## src/hdl/lcf_consts.vh

```
// Purpose: Constants for the load cell feature configuration page
// Assumes: Byte address on the bus is four times the register index
// Notes:   Definitions only
`ifndef LCF_CONSTS_VH
`define LCF_CONSTS_VH

// Register indices (byte address = index * 4)
`define LCF_IDX_PAGE_SELECT   6'h04
`define LCF_IDX_IRQ_STATUS    6'h08
`define LCF_IDX_IRQ_MASK      6'h09
`define LCF_IDX_UNLOCK_KEY    6'h1F
`define LCF_IDX_FEATURE       6'h20
`define LCF_IDX_USER_OFFSET   6'h21
`define LCF_IDX_USER_GAIN     6'h22
`define LCF_IDX_RATED_WEIGHT  6'h23
`define LCF_IDX_RATED_SENS    6'h24

// Reset values
`define LCF_RST_FEATURE       16'h0380
`define LCF_RST_USER_OFFSET   16'h0000
`define LCF_RST_USER_GAIN     16'h0800
`define LCF_RST_RATED_WEIGHT  16'h0005
`define LCF_RST_RATED_SENS    16'h0002
`define LCF_RST_PAGE          16'h0000
`define LCF_RST_KEY           16'h0000

// Unlock key and page limits
`define LCF_USER_KEY          16'h1235
`define LCF_PAGE_CONFIG       16'h0000
`define LCF_PAGE_LAST         16'h0002

// Writable bits of the feature word (bits 15, 13, 3 reserved)
`define LCF_FEATURE_WMASK     16'h5FF7

// Feature word bit positions
`define LCF_B_HOLD_SETTLED    12
`define LCF_B_SENS_UNIT       11
`define LCF_B_CORR_SELECT     10
`define LCF_B_CAL_STABILIZE   9
`define LCF_B_SCALE_FACTOR    8
`define LCF_B_SYMMETRIC       7
`define LCF_B_REF_OFF         6
`define LCF_B_TEST_OFF        5
`define LCF_B_CONV_CAL_OFF    4
`define LCF_B_WATCHDOG_OFF    2
`define LCF_B_FACTORY_SCALE   1
`define LCF_B_USER_CORR_ON    0

// Interrupt status bits
`define LCF_IRQ_WIDTH         3
`define LCF_I_WATCHDOG        0
`define LCF_I_WRITE_REJECT    1
`define LCF_I_SETTLED         2

// Gain fraction: word / 2048 is the factor
`define LCF_GAIN_FRAC_BITS    11
// Centi units per mV/V
`define LCF_CENTI_PER_UNIT    7'h64

// Timing
`define LCF_CLK_FREQ_KHZ      100000
`define LCF_WDOG_TIME_MS      100

`endif

```

## src/hdl/lcf_config_page.v

```verilog
// Purpose: Configuration register page of a load cell measurement channel
// Assumes: Avalon-MM slave with waitrequest, byte addresses, 100 MHz clock
// Notes:   Every access is answered with exactly one cycle of waitrequest
//
// The Avalon-MM register port was left to the implementer.
`timescale 1ns/1ns
`include "lcf_consts.vh"

module lcf_config_page #(
  parameter WDOG_CYCLES = `LCF_WDOG_TIME_MS * `LCF_CLK_FREQ_KHZ
) (
  input  wire        clock,
  input  wire        reset,
  // Avalon-MM slave
  input  wire [7:0]  address,
  input  wire        read,
  input  wire        write,
  input  wire [31:0] writedata,
  input  wire [3:0]  byteenable,
  output reg  [31:0] readdata,
  output reg         waitrequest,
  output reg         irq,
  // Measurement side, same clock domain
  input  wire [15:0] meas_value,
  input  wire        meas_valid,
  input  wire        recal_done,
  input  wire        weight_stable,
  input  wire        process_data_seen,
  output reg  [15:0] out_value,
  output reg         out_valid,
  output reg         watchdog_trip,
  // Configuration controls
  output reg         hold_until_settled,
  output reg         sensitivity_unit_select,
  output reg         user_correction_select,
  output reg         calibration_stabilize_on,
  output reg         scale_factor_on,
  output reg         symmetric_measure_on,
  output reg         reference_cycle_off,
  output reg         self_test_cycle_off,
  output reg         converter_calibration_off,
  output reg         watchdog_off,
  output reg         factory_scaling_on,
  output reg         user_correction_on,
  output reg  [15:0] rated_weight_kg,
  output reg  [22:0] rated_sens_centi
);

  // Register storage
  reg [15:0]                feature_config_word_reg;
  reg [15:0]                user_offset_word_reg;
  reg [15:0]                user_gain_word_reg;
  reg [15:0]                cell_rated_weight_reg;
  reg [15:0]                cell_rated_sensitivity_reg;
  reg [15:0]                unlock_key_register_reg;
  reg [15:0]                page_select_register_reg;
  reg [`LCF_IRQ_WIDTH-1:0]  irq_status_reg;
  reg [`LCF_IRQ_WIDTH-1:0]  irq_mask_reg;
  reg [`LCF_IRQ_WIDTH-1:0]  irq_status_next;
  reg [31:0]                wdog_count_reg;
  reg                       settle_wait_reg;
  reg                       reject_pulse;
  reg                       settled_pulse;
  reg [31:0]                read_mux;

  // Decode
  wire [5:0]  reg_index   = address[7:2];
  wire        lane_ok     = (address[1:0] == 2'b00);
  wire        wr_go       = write & ~waitrequest & lane_ok;
  wire        rd_go       = read & ~waitrequest & lane_ok;
  wire        page_cfg    = (page_select_register_reg == `LCF_PAGE_CONFIG);
  wire        unlocked    = (unlock_key_register_reg == `LCF_USER_KEY);
  wire        user_index  = (reg_index >= `LCF_IDX_FEATURE) &&
                            (reg_index <= `LCF_IDX_RATED_SENS);
  wire        user_wr     = wr_go & user_index & page_cfg;
  wire        user_wr_ok  = user_wr & unlocked;
  wire [15:0] wdata16     = {byteenable[1] ? writedata[15:8] : 8'h00,
                             byteenable[0] ? writedata[7:0]  : 8'h00};
  wire [15:0] wbe_mask    = {{8{byteenable[1]}}, {8{byteenable[0]}}};

  // Byte lane merge for 16-bit registers
  function [15:0] merge16;
    input [15:0] old_val;
    input [15:0] new_val;
    input [15:0] be_mask;
    begin
      merge16 = (old_val & ~be_mask) | (new_val & be_mask);
    end
  endfunction

  // Bus handshake: one wait cycle, then the access completes
  // Registered so the answer never depends combinationally on the strobes
  always @(posedge clock or posedge reset)
  begin
    if (reset)
      waitrequest <= 1'b1;
    else if ((read | write) & waitrequest)
      waitrequest <= 1'b0;
    else
      waitrequest <= 1'b1;
  end

  // Read mux; user registers on other pages and unmapped indices read zero
  always @*
  begin
    read_mux = 32'h0000_0000;
    case (reg_index)
      `LCF_IDX_PAGE_SELECT:  read_mux = {16'h0000, page_select_register_reg};
      `LCF_IDX_IRQ_STATUS:   read_mux = {29'h0000_0000, irq_status_reg};
      `LCF_IDX_IRQ_MASK:     read_mux = {29'h0000_0000, irq_mask_reg};
      `LCF_IDX_UNLOCK_KEY:   read_mux = {16'h0000, unlock_key_register_reg};
      `LCF_IDX_FEATURE:
        if (page_cfg)
          read_mux = {16'h0000, feature_config_word_reg};
      `LCF_IDX_USER_OFFSET:
        if (page_cfg)
          read_mux = {16'h0000, user_offset_word_reg};
      `LCF_IDX_USER_GAIN:
        if (page_cfg)
          read_mux = {16'h0000, user_gain_word_reg};
      `LCF_IDX_RATED_WEIGHT:
        if (page_cfg)
          read_mux = {16'h0000, cell_rated_weight_reg};
      `LCF_IDX_RATED_SENS:
        if (page_cfg)
          read_mux = {16'h0000, cell_rated_sensitivity_reg};
      default:               read_mux = 32'h0000_0000;
    endcase
  end

  // Read data is captured as waitrequest falls and stands one cycle past it
  always @(posedge clock or posedge reset)
  begin
    if (reset)
      readdata <= 32'h0000_0000;
    else if (read & waitrequest)
      readdata <= lane_ok ? read_mux : 32'h0000_0000;
  end

  // Key and page select; the key survives only until the next reset
  // Never refused by the lock, or a locked host could not unlock
  always @(posedge clock or posedge reset)
  begin
    if (reset)
    begin
      unlock_key_register_reg  <= `LCF_RST_KEY;
      page_select_register_reg <= `LCF_RST_PAGE;
    end
    else if (wr_go)
    begin
      if (reg_index == `LCF_IDX_UNLOCK_KEY)
        unlock_key_register_reg <= merge16(unlock_key_register_reg, wdata16, wbe_mask);
      // Pages beyond the last one leave the old page in place
      if (reg_index == `LCF_IDX_PAGE_SELECT &&
          merge16(page_select_register_reg, wdata16, wbe_mask) <= `LCF_PAGE_LAST)
        page_select_register_reg <= merge16(page_select_register_reg, wdata16, wbe_mask);
    end
  end

  // User registers: written only when unlocked and page 0 is selected
  always @(posedge clock or posedge reset)
  begin
    if (reset)
    begin
      feature_config_word_reg    <= `LCF_RST_FEATURE;
      user_offset_word_reg       <= `LCF_RST_USER_OFFSET;
      user_gain_word_reg         <= `LCF_RST_USER_GAIN;
      cell_rated_weight_reg      <= `LCF_RST_RATED_WEIGHT;
      cell_rated_sensitivity_reg <= `LCF_RST_RATED_SENS;
    end
    else if (user_wr_ok)
    begin
      case (reg_index)
        `LCF_IDX_FEATURE:
          feature_config_word_reg <= merge16(feature_config_word_reg, wdata16,
                                             wbe_mask) & `LCF_FEATURE_WMASK;
        `LCF_IDX_USER_OFFSET:
          user_offset_word_reg <= merge16(user_offset_word_reg, wdata16, wbe_mask);
        `LCF_IDX_USER_GAIN:
          user_gain_word_reg <= merge16(user_gain_word_reg, wdata16, wbe_mask);
        `LCF_IDX_RATED_WEIGHT:
          cell_rated_weight_reg <= merge16(cell_rated_weight_reg, wdata16, wbe_mask);
        `LCF_IDX_RATED_SENS:
          cell_rated_sensitivity_reg <= merge16(cell_rated_sensitivity_reg, wdata16,
                                                wbe_mask);
        default:
          feature_config_word_reg <= feature_config_word_reg;
      endcase
    end
  end

  // Feature bits and rated values exported as registered controls
  always @(posedge clock or posedge reset)
  begin
    if (reset)
    begin
      hold_until_settled        <= 1'b0;
      sensitivity_unit_select   <= 1'b0;
      user_correction_select    <= 1'b0;
      calibration_stabilize_on  <= 1'b0;
      scale_factor_on           <= 1'b0;
      symmetric_measure_on      <= 1'b0;
      reference_cycle_off       <= 1'b0;
      self_test_cycle_off       <= 1'b0;
      converter_calibration_off <= 1'b0;
      watchdog_off              <= 1'b0;
      factory_scaling_on        <= 1'b0;
      user_correction_on        <= 1'b0;
      rated_weight_kg           <= 16'h0000;
      rated_sens_centi          <= 23'h00_0000;
    end
    else
    begin
      hold_until_settled        <= feature_config_word_reg[`LCF_B_HOLD_SETTLED];
      sensitivity_unit_select   <= feature_config_word_reg[`LCF_B_SENS_UNIT];
      user_correction_select    <= feature_config_word_reg[`LCF_B_CORR_SELECT];
      calibration_stabilize_on  <= feature_config_word_reg[`LCF_B_CAL_STABILIZE];
      scale_factor_on           <= feature_config_word_reg[`LCF_B_SCALE_FACTOR];
      symmetric_measure_on      <= feature_config_word_reg[`LCF_B_SYMMETRIC];
      reference_cycle_off       <= feature_config_word_reg[`LCF_B_REF_OFF];
      self_test_cycle_off       <= feature_config_word_reg[`LCF_B_TEST_OFF];
      converter_calibration_off <= feature_config_word_reg[`LCF_B_CONV_CAL_OFF];
      watchdog_off              <= feature_config_word_reg[`LCF_B_WATCHDOG_OFF];
      factory_scaling_on        <= feature_config_word_reg[`LCF_B_FACTORY_SCALE];
      user_correction_on        <= feature_config_word_reg[`LCF_B_USER_CORR_ON];
      rated_weight_kg           <= cell_rated_weight_reg;
      // Normalise sensitivity to hundredths of mV/V
      if (feature_config_word_reg[`LCF_B_SENS_UNIT])
        rated_sens_centi <= {7'h00, cell_rated_sensitivity_reg};
      else
        rated_sens_centi <= {7'h00, cell_rated_sensitivity_reg} *
                            {16'h0000, `LCF_CENTI_PER_UNIT};
    end
  end

  // User correction: value * gain / 2048 + offset, truncated to 16 bits.
  // Both select values share this form; the calibration commands that
  // derive the words live elsewhere.
  wire signed [16:0] gain_s   = {1'b0, user_gain_word_reg};
  wire signed [32:0] prod     = $signed(meas_value) * gain_s;
  wire signed [32:0] scaled   = prod >>> `LCF_GAIN_FRAC_BITS;
  wire signed [32:0] offs_ext = {{17{user_offset_word_reg[15]}}, user_offset_word_reg};
  wire signed [32:0] corr_sum = scaled + offs_ext;
  wire               corr_en  = feature_config_word_reg[`LCF_B_USER_CORR_ON];
  // Select bit is exported only; this datapath does not depend on it
  wire [15:0]        corr_val = corr_en ? corr_sum[15:0] : meas_value;

  // Settling hold: a recalibration arms the wait, stability releases it
  // Clearing the hold bit mid-wait releases the output one clock later
  wire hold_on      = feature_config_word_reg[`LCF_B_HOLD_SETTLED];
  wire settle_block = settle_wait_reg & ~weight_stable;
  always @(posedge clock or posedge reset)
  begin
    if (reset)
    begin
      settle_wait_reg <= 1'b0;
      settled_pulse   <= 1'b0;
    end
    else
    begin
      settled_pulse <= settle_wait_reg & weight_stable & ~recal_done;
      if (recal_done & hold_on)
        settle_wait_reg <= 1'b1;
      else if (weight_stable | ~hold_on)
        settle_wait_reg <= 1'b0;
    end
  end

  // Output value; held back while the settle wait is active and the weight is not stable
  always @(posedge clock or posedge reset)
  begin
    if (reset)
    begin
      out_value <= 16'h0000;
      out_valid <= 1'b0;
    end
    else
    begin
      out_valid <= meas_valid & ~settle_block;
      if (meas_valid & ~settle_block)
        out_value <= corr_val;
    end
  end

  // Watchdog: restarts on process data; disabled means held at zero.
  // Wide counter so a long default fits; shorten via WDOG_CYCLES in sim.
  always @(posedge clock or posedge reset)
  begin
    if (reset)
    begin
      wdog_count_reg <= 32'h0000_0000;
      watchdog_trip  <= 1'b0;
    end
    else if (feature_config_word_reg[`LCF_B_WATCHDOG_OFF] | process_data_seen)
    begin
      wdog_count_reg <= 32'h0000_0000;
      watchdog_trip  <= 1'b0;
    end
    else if (wdog_count_reg == WDOG_CYCLES - 1)
    begin
      wdog_count_reg <= 32'h0000_0000;
      watchdog_trip  <= 1'b1;
    end
    else
    begin
      wdog_count_reg <= wdog_count_reg + 32'h0000_0001;
      watchdog_trip  <= 1'b0;
    end
  end

  // Locked writes flag a rejection event
  // Writes on pages 1 and 2 are not user writes, so never flagged
  always @(posedge clock or posedge reset)
  begin
    if (reset)
      reject_pulse <= 1'b0;
    else
      reject_pulse <= user_wr & ~unlocked;
  end

  // Sticky status, cleared by reading it; a new event beats the clear.
  // Only the bits the read returned are cleared, so an event that lands
  // while the read waits is kept for the next read.
  always @*
  begin
    irq_status_next = irq_status_reg;
    if (rd_go && reg_index == `LCF_IDX_IRQ_STATUS)
      irq_status_next = irq_status_reg & ~readdata[`LCF_IRQ_WIDTH-1:0];
    irq_status_next[`LCF_I_WATCHDOG]     = irq_status_next[`LCF_I_WATCHDOG] | watchdog_trip;
    irq_status_next[`LCF_I_WRITE_REJECT] = irq_status_next[`LCF_I_WRITE_REJECT] |
                                           reject_pulse;
    irq_status_next[`LCF_I_SETTLED]      = irq_status_next[`LCF_I_SETTLED] | settled_pulse;
  end

  // Status, mask and level interrupt
  always @(posedge clock or posedge reset)
  begin
    if (reset)
    begin
      irq_status_reg <= {`LCF_IRQ_WIDTH{1'b0}};
      irq_mask_reg   <= {`LCF_IRQ_WIDTH{1'b0}};
      irq            <= 1'b0;
    end
    else
    begin
      irq_status_reg <= irq_status_next;
      if (wr_go && reg_index == `LCF_IDX_IRQ_MASK && byteenable[0])
        irq_mask_reg <= writedata[`LCF_IRQ_WIDTH-1:0];
      irq <= |(irq_status_next & irq_mask_reg);
    end
  end

endmodule // lcf_config_page

```

## config.mk

```make
export PLATFORM = sky130hd
export DESIGN_NAME = lcf_config_page
export DESIGN_NICKNAME = d
export VERILOG_FILES = /design/src/hdl/lcf_config_page.v
export VERILOG_INCLUDE_DIRS = /design/src /design/src/hdl
export SDC_FILE = /design/constraint.sdc
export NUM_CORES = 1
export LEC_CHECK = 0
export BUFFER_PORTS_ARGS = -buffer_cell sky130_fd_sc_hd__buf_2
export CAP_MARGIN = 5
export CORE_MARGIN = 10
export CORE_UTILIZATION = 55
export DETAILED_ROUTE_END_ITERATION = 10
export PLACE_DENSITY = 0.74
export SYNTH_ARGS = -nofsm -noshare
export SYNTH_HDL_FRONTEND = slang
export SYNTH_SLANG_ARGS = --single-unit
```

## constraint.sdc

```tcl
create_clock -name clock -period 24.7 [get_ports clock]
set_input_delay 7.41 -clock clock [delete_from_list [all_inputs] [get_ports clock]]
set_output_delay 7.41 -clock clock [all_outputs]
set_load 0.02 [all_outputs]
```

**After elaboration in Yosys (flattened, before gate mapping)**

Index checks and enable logic that the tools add are counted.

- Add/sub/neg operators: 2
- $mul: 2
- Div/mod/pow operators: 0
- $lt $le $gt $ge: 3
- Eq/ne operators: 11
- Shifts and indexed selects: 0
- Mux-type cells: 19
- Bitwise operators: 46
- Reduce and logical (&&, ||, !) cells: 16

Operators by type and width:

| operator | number |
|---|---|
| 16-bit case mux with 9 select lines | 1 |
| 16-bit bitwise AND | 7 |
| 32-bit 2-to-1 mux | 3 |
| 16-bit OR | 6 |
| 16-bit 2-to-1 mux | 5 |
| 32-bit by 1-bit adder with 32-bit output (second input constant) | 1 |
| 32-bit by 24-bit equality test with 1-bit output (second input constant) | 1 |
| 6-bit equality test (second input constant) | 5 |
| 16-bit by 17-bit multiplier with 27-bit output | 1 |
| 23-bit 2-to-1 mux | 1 |
| 16-bit by 5-bit multiplier with 21-bit output (second input constant) | 1 |
| 16-bit adder | 1 |
| 16-bit by 13-bit equality test with 1-bit output (second input constant) | 1 |
| 16-bit by 2-bit <= comparator with 1-bit output (second input constant) | 1 |
| 16-bit zero test | 1 |
| 8-bit 2-to-1 mux | 2 |
| 16-bit inverter | 1 |
| 1-bit bitwise AND | 15 |
| 15-bit bitwise AND | 1 |
| 15-bit 2-to-1 mux | 1 |
| 15-bit OR | 1 |
| 2-bit AND reduction | 7 |
| 6-bit by 4-bit equality test with 1-bit output (second input constant) | 2 |
| 3-bit bitwise AND | 2 |
| 13 further kinds | 31 |

- Register bits after elaboration: 253
- Latch bits: 0
- Bits in writable memories: 0
- Memory bits (read-only): 0
- Bits of input ports: 68
- Output and inout bits: 103
- Logic and storage cells: 132
- Memories: 0

**Longest topological paths before layout**

Gate-level depths: netlist of the first run.

- Word-level depth: 8
- Mapped depth: 33
- Gate-level depth less buffers: 31

**Worst setup path before layout of the first run**

Ideal clock, no wire load.

- Kind: input -> register
- Start point: in meas_value[3]
- End point: reg out_value[15]
- Library setup time: 0.092 ns
- Arrival: 14.438 ns
- Required time: 24.608 ns
- Slack: 10.170 ns
- Cell stages on the path: 30
- Path buffers: 1
- Cells stage by stage: clkbuf_1 > nand2_1 > fa_1 > fa_1 > fa_1 > fa_1 > inv_1 > fa_1 > inv_1 > fa_1 > inv_1 > ha_1 > a21oi_1 > nor2b_1 > a31oi_1 > o31ai_2 > o41a_1 > a21oi_1 > nor2b_1 > nor3_1 > nor2_1 > ha_1 > o21ai_0 > nand2b_1 > o31ai_2 > o311ai_1 > a2111oi_0 > or4b_1 > xnor2_1 > o31ai_2

- Cells in the longest elaborated chain, start to end: 3

Ends and longest elaborated chain:

| element | line | source |
|---|---|---|
| from (decl) | lcf_config_page.v:24 | `input wire [15:0] meas_value,` |
| 16-bit by 17-bit multiplier with 27-bit output | lcf_config_page.v:240 | `wire signed [32:0] prod = $signed(meas_value) * gain_s;` |
| 16-bit adder | lcf_config_page.v:243 | `wire signed [32:0] corr_sum = scaled + offs_ext;` |
| 16-bit 2-to-1 mux | lcf_config_page.v:246 | `wire [15:0] corr_val = corr_en ? corr_sum[15:0] : meas_value;` |
| to (signal assigned) | lcf_config_page.v:281 | `out_value <= corr_val;` |
| to (decl) | lcf_config_page.v:29 | `output reg [15:0] out_value,` |

No other way between the ends.
A chain may end at the register's enable or synchronous reset.

**Worst setup path after layout of the first run**

- Start point: in meas_value[6]
- End point: reg out_value[15]

Same word-level chain as after synthesis.

==> results of run 1 <==
placed cells by master, fill, tap and decap left out, types with 13 or more instances in the layout:
cell type	instances
inv_1	289
dfrtp_1	229
nand2_1	221
fa_1	198
ha_1	157
and2_1	140
buf_2	136
mux2_2	91
nor2_1	70
o21ai_0	58
a21oi_1	42
xnor2_1	42
xor2_1	34
mux2i_1	30
clkbuf_16	27
nand3_1	24
nor3_1	21
a22oi_1	16
mux2_1	16
conb_1	16
and3_1	14
nand2b_1	13
nor4_1	13
a221oi_1	13
routing by layer:
| layer | vias up | part of all wire, % | global-route usage, % | routed length [um] |
|---|---|---|---|---|
| met2 | 477 | 48 | 37.84 | 24390 |
| met1 | 7353 | 42 | 30.19 | 21150 |
| met3 | 102 | 7.1 | 4.879 | 3602 |
| met4 | 0 | 2.9 | 6.698 | 1460 |
| met5 | - | 0 | 0 | 0 |
| li1 | 6569 | - | - | - |
cells by family after synthesis:
kind of cell,count (synthesis),share of synthesized area [%]
adder cells (fa/ha/maj),355,29.87
other,1,0.01889
XOR/XNOR,78,3.549
flip-flops,237,29.93
AND/OR/NAND/NOR,567,14.18
multiplexers,140,7.924
AO/OA/AOI/OAI,207,7.111
buffers and inverters,375,7.413
path summary, 6_finish.rpt:
path	start	endpoint	slack (ps)	depth (start not counted)
max in group asynchronous	reset	asynchronous set/reset pin	16300	3
min in group asynchronous	reset	readdata[2]	6940	2
min	flip-flop	rated_weight_kg[12]	400	0
max reg2reg	flip-flop	out_value[15]	16130	30
min reg2reg	flip-flop	rated_weight_kg[12]	400	0
max	meas_value[6]	out_value[15]	9840	31
layout make-up:
class | count | area [um2] | area share [%]
Tap cell | 461 | 576.8 | 2.643
Multi-Input combinational cell | 1363 | 12500 | 57.27
Clock inverter | 15 | 188.9 | 0.8659
Timing Repair Buffer | 148 | 770.7 | 3.532
Sequential cell | 237 | 5941 | 27.23
Clock buffer | 35 | 745.7 | 3.418
Inverter | 291 | 1100 | 5.040
critical path: cells and delay by family:
| family | cells | cell delay [ps] |
|---|---|---|
| XOR/XNOR | 1 | 150 |
| adder cells (fa/ha/maj) | 8 | 3840 |
| AND/OR/NAND/NOR | 7 | 1250 |
| buffers and inverters | 5 | 440 |
| AO/OA/AOI/OAI | 10 | 2220 |
power breakdown:
group / internal, mW / leakage, nW / switching [mW]
registers: 0.392 / 3.24 / 0.00248
logic: 0.0177 / 7.67 / 0.0479
clock network: 0.248 / 0.456 / 0.176
total: 0.657 / 11.4 / 0.226
per-stage QoR:
step / std cells / cell area [um2]
after floorplan: 1975 / 19900
after global placement: 2500 / 20890
after detailed placement: 2500 / 20890
after CTS: 2550 / 21820
after global routing: 2550 / 21820
final: 2550 / 21820
==> summary.md, run 1 <==
| Metric | Value |
|---|---|
| Total number of vias | `between 10000 and 15000` |
| Number of flops mapped to enable cells by yosys | `0` |
| Count leader, synth | `inv_1` |
| Leak | `about 11 nW` |
| Worst path arrival time | `around 15000 ps` |
| Core ar. | `35570 um2` |
| DRC | `0` |
| CP max stage delay | `570 ps` |
| CTS tree | `built` |
| Layout cell share with drive strength beyond 1 | `~15%` |
| Synth top area cells | `dfrtp_1, fa_1, ha_1` |
| Chip width | `around 210 um` |
| Syn-to-layout area delta | `9.935%` |
| Clock buffer depth | `3` |
| Final hold vios | `0` |
| Clock-pin slew on the worst setup and hold paths | `approximately 70 ps` |
| Final count of pins violating max slew | `0` |
| H-tree lvl count | `1` |
| Post-synth top area share | `28.87%` |
| CTS Hold Bufs | `0` |
| Crit. End Element | `flip-flop` |
| Final setup viols | `0` |
| Setup WS pre-CTS | `9295 ps` |
| Yosys warns | `0` |
| Post-DRT Antenna Nets | `0` |
| Syn Std Cell Area | `19850 um2` |
| Sequential share of the synthesized area | `between 20% and 30%` |
| CP Max Fanout | `17` |
| Worst skew pair latency | `560 ps` |
| WS Path Type | `in2reg` |
| Port bufs | `between 100 and 150` |
| Grt ovf | `0` |
| Setup Skew | `~22 ps` |
| Worst slew margin relative to its limit | `roughly 28%` |
| Fin util | `61.34%` |
| CTS Root Cell | `clkbuf_16` |
| Hold slack | `~400 ps` |
| Clock Sinks | `approximately 240` |
| Number of CTS-inserted buffers | `27` |
| Area leader, netlist | `dfrtp_1` |
| I/O pin total | `between 150 and 200` |
| CP max stage cell | `or4b_1` |
| Final Power | `about 0.88 mW` |
| Initial antenna violation count | `0` |
| Fmax | `between 0.06 and 0.07 GHz` |
| CP startpoint kind | `input pin` |
| Vias in the first global route | `~15000` |
| Site Rows | `69` |
| Die Y-Extent | `roughly 210 um` |
| Synthesized instance count | `roughly 2000` |
| Worst-Margin Slew | `between 1000 and 1500 ps` |
| Post_cts resized | `0` |
| Worst setup margin | `around 9800 ps` |
| Global-route wire length before repair | `around 82000 um` |
| Fill count | `2906` |
| All-Layer GR Usage | `approximately 23%` |
| Post-CTS setup buffers | `0` |
| WL/cell | `19.84 um` |
| PwrDens | `around 40 nW/um2` |
| DP HPWL | `roughly 38000 um` |
| Worst VDD drop | `0.05208 mV` |
| Post-synth top cells | `inv_1, dfrtp_1, nand2_1` |
| Final Cycle Share | `around three fifths` |
| Ys async rst share | `100.0%` |
| Die area | `44090 um2` |
| Status | `complete, no violations` |
| Total Wirelength | `between 50000 and 60000 um` |
| GPL Wtd Cong | `0.8802` |
| Yosys reg bits | `237` |
| RSZ-0062 raised after global routing | `false` |
| Largest net degree at the start of global routing | `between 100 and 150` |
| N_diodes | `0` |
| CP dominant cell by count | `fa_1` |
| Nets | `2491` |
| Vias per cell | `approximately 5.7` |
| Initial Utilization | `approximately 56%` |
| First-pass DRT Iterations | `7` |
| Syn Area/Cell | `10.13 um2` |
| Distinct cells, synth | `75` |
| Fin crit period | `14860 ps` |
| Max Cap Viol | `0` |
| Post-synth top flop | `dfrtp_1` |
| Worst min path class | `reg2reg` |
| 1st-iter DRT viols | `between 1000 and 1500` |
| Req. time, crit path | `about 25000 ps` |
| Final TNS setup | `0 ps` |
Power figures use the tool's default switching activity.
==> inputs of run 2 (changes only) <==
==> constraint.sdc (replaced) <==
create_clock -name clock -period 14.7 [get_ports clock]
set_input_delay 4.41 -clock clock [delete_from_list [all_inputs] [get_ports clock]]
set_output_delay 4.41 -clock clock [all_outputs]
set_load 0.02 [all_outputs]
==> run 2 against run 1 <==
Clock skew increased by 5.5 ps. Global-route usage up 0.073 points. Critical endpoint unchanged. Worst setup slack got worse by 6900 ps. Highest routed layer unchanged. Via count about the same. Non-clock buffer count grew 1. First-iteration DRC count decreased by 13%. Total power increased by 75%.
==> summary.md, run 2 (synthesis results as in run 1) <==
| Metric | Value |
|---|---|
| N_diodes | `0 (unchanged)` |
| DP HPWL | `38200 um (+0.41%)` |
| Largest net degree at the start of global routing | `106 (+2.9%)` |
| Vias per cell | `5.685 (about the same)` |
| Hold slack | `401.6 ps (+2.139 ps)` |
| First-pass DRT Iterations | `5 (-2)` |
| Syn-to-layout area delta | `10.50%` |
| Die Y-Extent | `210.0 um (unchanged)` |
| Port bufs | `136 (unchanged)` |
| Switch share | `24.58% (-1.0 points)` |
| Crit. End Element | `flip-flop` |
| Clock-pin slew on the worst setup and hold paths | `70 ps (about the same)` |
| Worst-Margin Slew | `1075 ps (+4.851 ps)` |
| Worst slew margin relative to its limit | `27.87% (-0.33 points)` |
| CTS Root Cell | `clkbuf_16` |
| Final count of pins violating max slew | `0 (unchanged)` |
| Core ar. | `35570 um2 (unchanged)` |
| Worst Setup SP | `meas_value[6]` |
| Fin crit period | `~12000 ps` |
| R2r setup slk | `6210 ps (-9920 ps)` |
| I/O pin total | `171 (unchanged)` |
| Total number of vias | `14510 (+0.090%)` |
| GPL Wtd Cong | `0.8762 (-0.45%)` |
| Power share of the sequential group | `43.0% (-1.7 points)` |
| Number of CTS-inserted buffers | `28 (+3.7%)` |
| Post_cts resized | `0 (unchanged)` |
| Worst VDD drop | `0.1034 mV (+99%)` |
| Worst Path Buf+Inv | `5 (unchanged)` |
| Post-CTS setup buffers | `0 (unchanged)` |
| Nets | `2493 (+0.080%)` |
| Final setup viols | `0 (unchanged)` |
| Fin util | `61.66% (+0.31 points)` |
| PwrDens | `70.41 nW/um2 (+74%)` |
| Worst skew pair latency | `580 ps (+20 ps)` |
| Int Pwr | `1.165 mW (+77%)` |
| CP dominant cell by count | `fa_1` |
| Chip width | `210.0 um (unchanged)` |
| All-Layer GR Usage | `23.10% (+0.073 points)` |
| CP top delay family | `adder cells` |
| Initial antenna violation count | `1 (+1)` |
| CP max stage delay | `570 ps (about the same)` |
| Leading cell type in the layout, fill and taps excluded | `inv_1` |
| Clock buffer depth | `3 (unchanged)` |
| Site Rows | `69 (unchanged)` |
| DRC | `0 (unchanged)` |
| Worst path arrival time | `12240 ps (-3090 ps)` |
| Fmax | `around 0.085 GHz` |
| CTS Hold Bufs | `0 (unchanged)` |
| RSZ-0062 raised after global routing | `false` |
| Crit path depth | `31 (unchanged)` |
| Max Cap Viol | `0 (unchanged)` |
| WS Path Type | `in2reg` |
| 1st-iter DRT viols | `983 (-13%)` |
| Leak | `11.42 nW (+0.38%)` |
| Vias in the first global route | `15570 (+1.2%)` |
| Highest-count cells in the layout ignoring fill and taps | `inv_1, dfrtp_1, nand2_1, fa_1, ha_1` |
| Crit path to | `out_value[15]` |
| Register-to-Register Path Depth | `30 (unchanged)` |
| Total Wirelength | `50420 um (-0.36%)` |
| CP startpoint kind | `input pin` |
| Reg2Reg Capture Point | `out_value[15]` |
| Final Cycle Share | `roughly 80%` |
| Grt ovf | `0 (unchanged)` |
| Setup Skew | `27.12 ps (+5.485 ps)` |
| CP Max Fanout | `17 (unchanged)` |
| Worst min path class | `reg2reg` |
| WL/cell | `19.75 um (-0.47%)` |
| Layout cell share with drive strength beyond 1 | `15.20% (+0.074 points)` |
| CTS tree | `built` |
| Post-DRT Antenna Nets | `0 (unchanged)` |
| Initial Utilization | `55.80% (unchanged)` |
| Status | `complete, no violations` |
| Clock network power share | `49.9% (+2.0 points)` |
| Global-route wire length before repair | `82910 um (+0.54%)` |
| Psw | `0.3796 mW (+68%)` |
| CP max stage cell | `or4b_1` |
| Final TNS setup | `0 ps (unchanged)` |
| Die area | `44090 um2 (unchanged)` |
| Final hold vios | `0 (unchanged)` |
| Req. time, crit path | `15190 ps (-9990 ps)` |
| Clock Sinks | `237 (unchanged)` |
| H-tree lvl count | `1 (unchanged)` |
| Comb pwr share | `7.1% (-0.3 points)` |
run 2: stage by stage:
step,area (um2),total power [mW],setup slack [ps],instances
after floorplan,19900,0.7450,3170,1975
after global placement,20890,0.7821,2597,2501
after detailed placement,20890,0.7850,2418,2501
after CTS,21930,1.560,2994,2553
after global routing,21930,1.596,2590,2553
final,21930,1.544,2955,2553
run 2: layer usage:
| layer | global-route usage [%] | routed length [um] | up-vias |
|---|---|---|---|
| met1 | 30.10 | 21100 | 7375 |
| met4 | 5.954 | 1133 | 0 |
| met5 | 0 | 0 | - |
| met3 | 5.071 | 3706 | 100 |
| li1 | - | - | 6566 |
| met2 | 38.38 | 24480 | 473 |
run 2: how the worst min path moves through the flow:
stage / endpoint / cells past startpoint
finish: rated_weight_kg[14] / 0
global route: rated_weight_kg[12] / 0
global placement: rated_weight_kg[6] / 0
floorplan: sensitivity_unit_select / 0
CTS: rated_weight_kg[14] / 0
detailed placement: rated_weight_kg[14] / 0
run 2: layout make-up:
class	count	area, um2
well taps	461	576.8
clock buffers	36	760.7
clock inverters	16	277.8
flip-flops and latches	237	5941
repair buffers	149	778.2
fillers	2973	13640
multi-input cells	1363	12500
inverters	291	1100
run 2: power groups by stage:
stage | Combinational [mW] | Clock [mW] | Sequential, mW
3_3_place_gp | 0.107 | 0 | 0.675
4_1_cts | 0.110 | 0.786 | 0.663
5_1_grt | 0.121 | 0.811 | 0.664
6_report | 0.110 | 0.771 | 0.664
2_1_floorplan | 0.0646 | 0 | 0.680
3_5_place_dp | 0.110 | 0 | 0.675
run 2: worst reg2reg max path: cells and delay by family (launching register included):
| family | cells | cell delay (ps) |
|---|---|---|
| flops | 1 | 710 |
| xor+xnor | 1 | 160 |
| simple gates | 7 | 1380 |
| fa+ha+maj | 8 | 3790 |
| buf+inv | 4 | 220 |
| compound gates | 10 | 2150 |
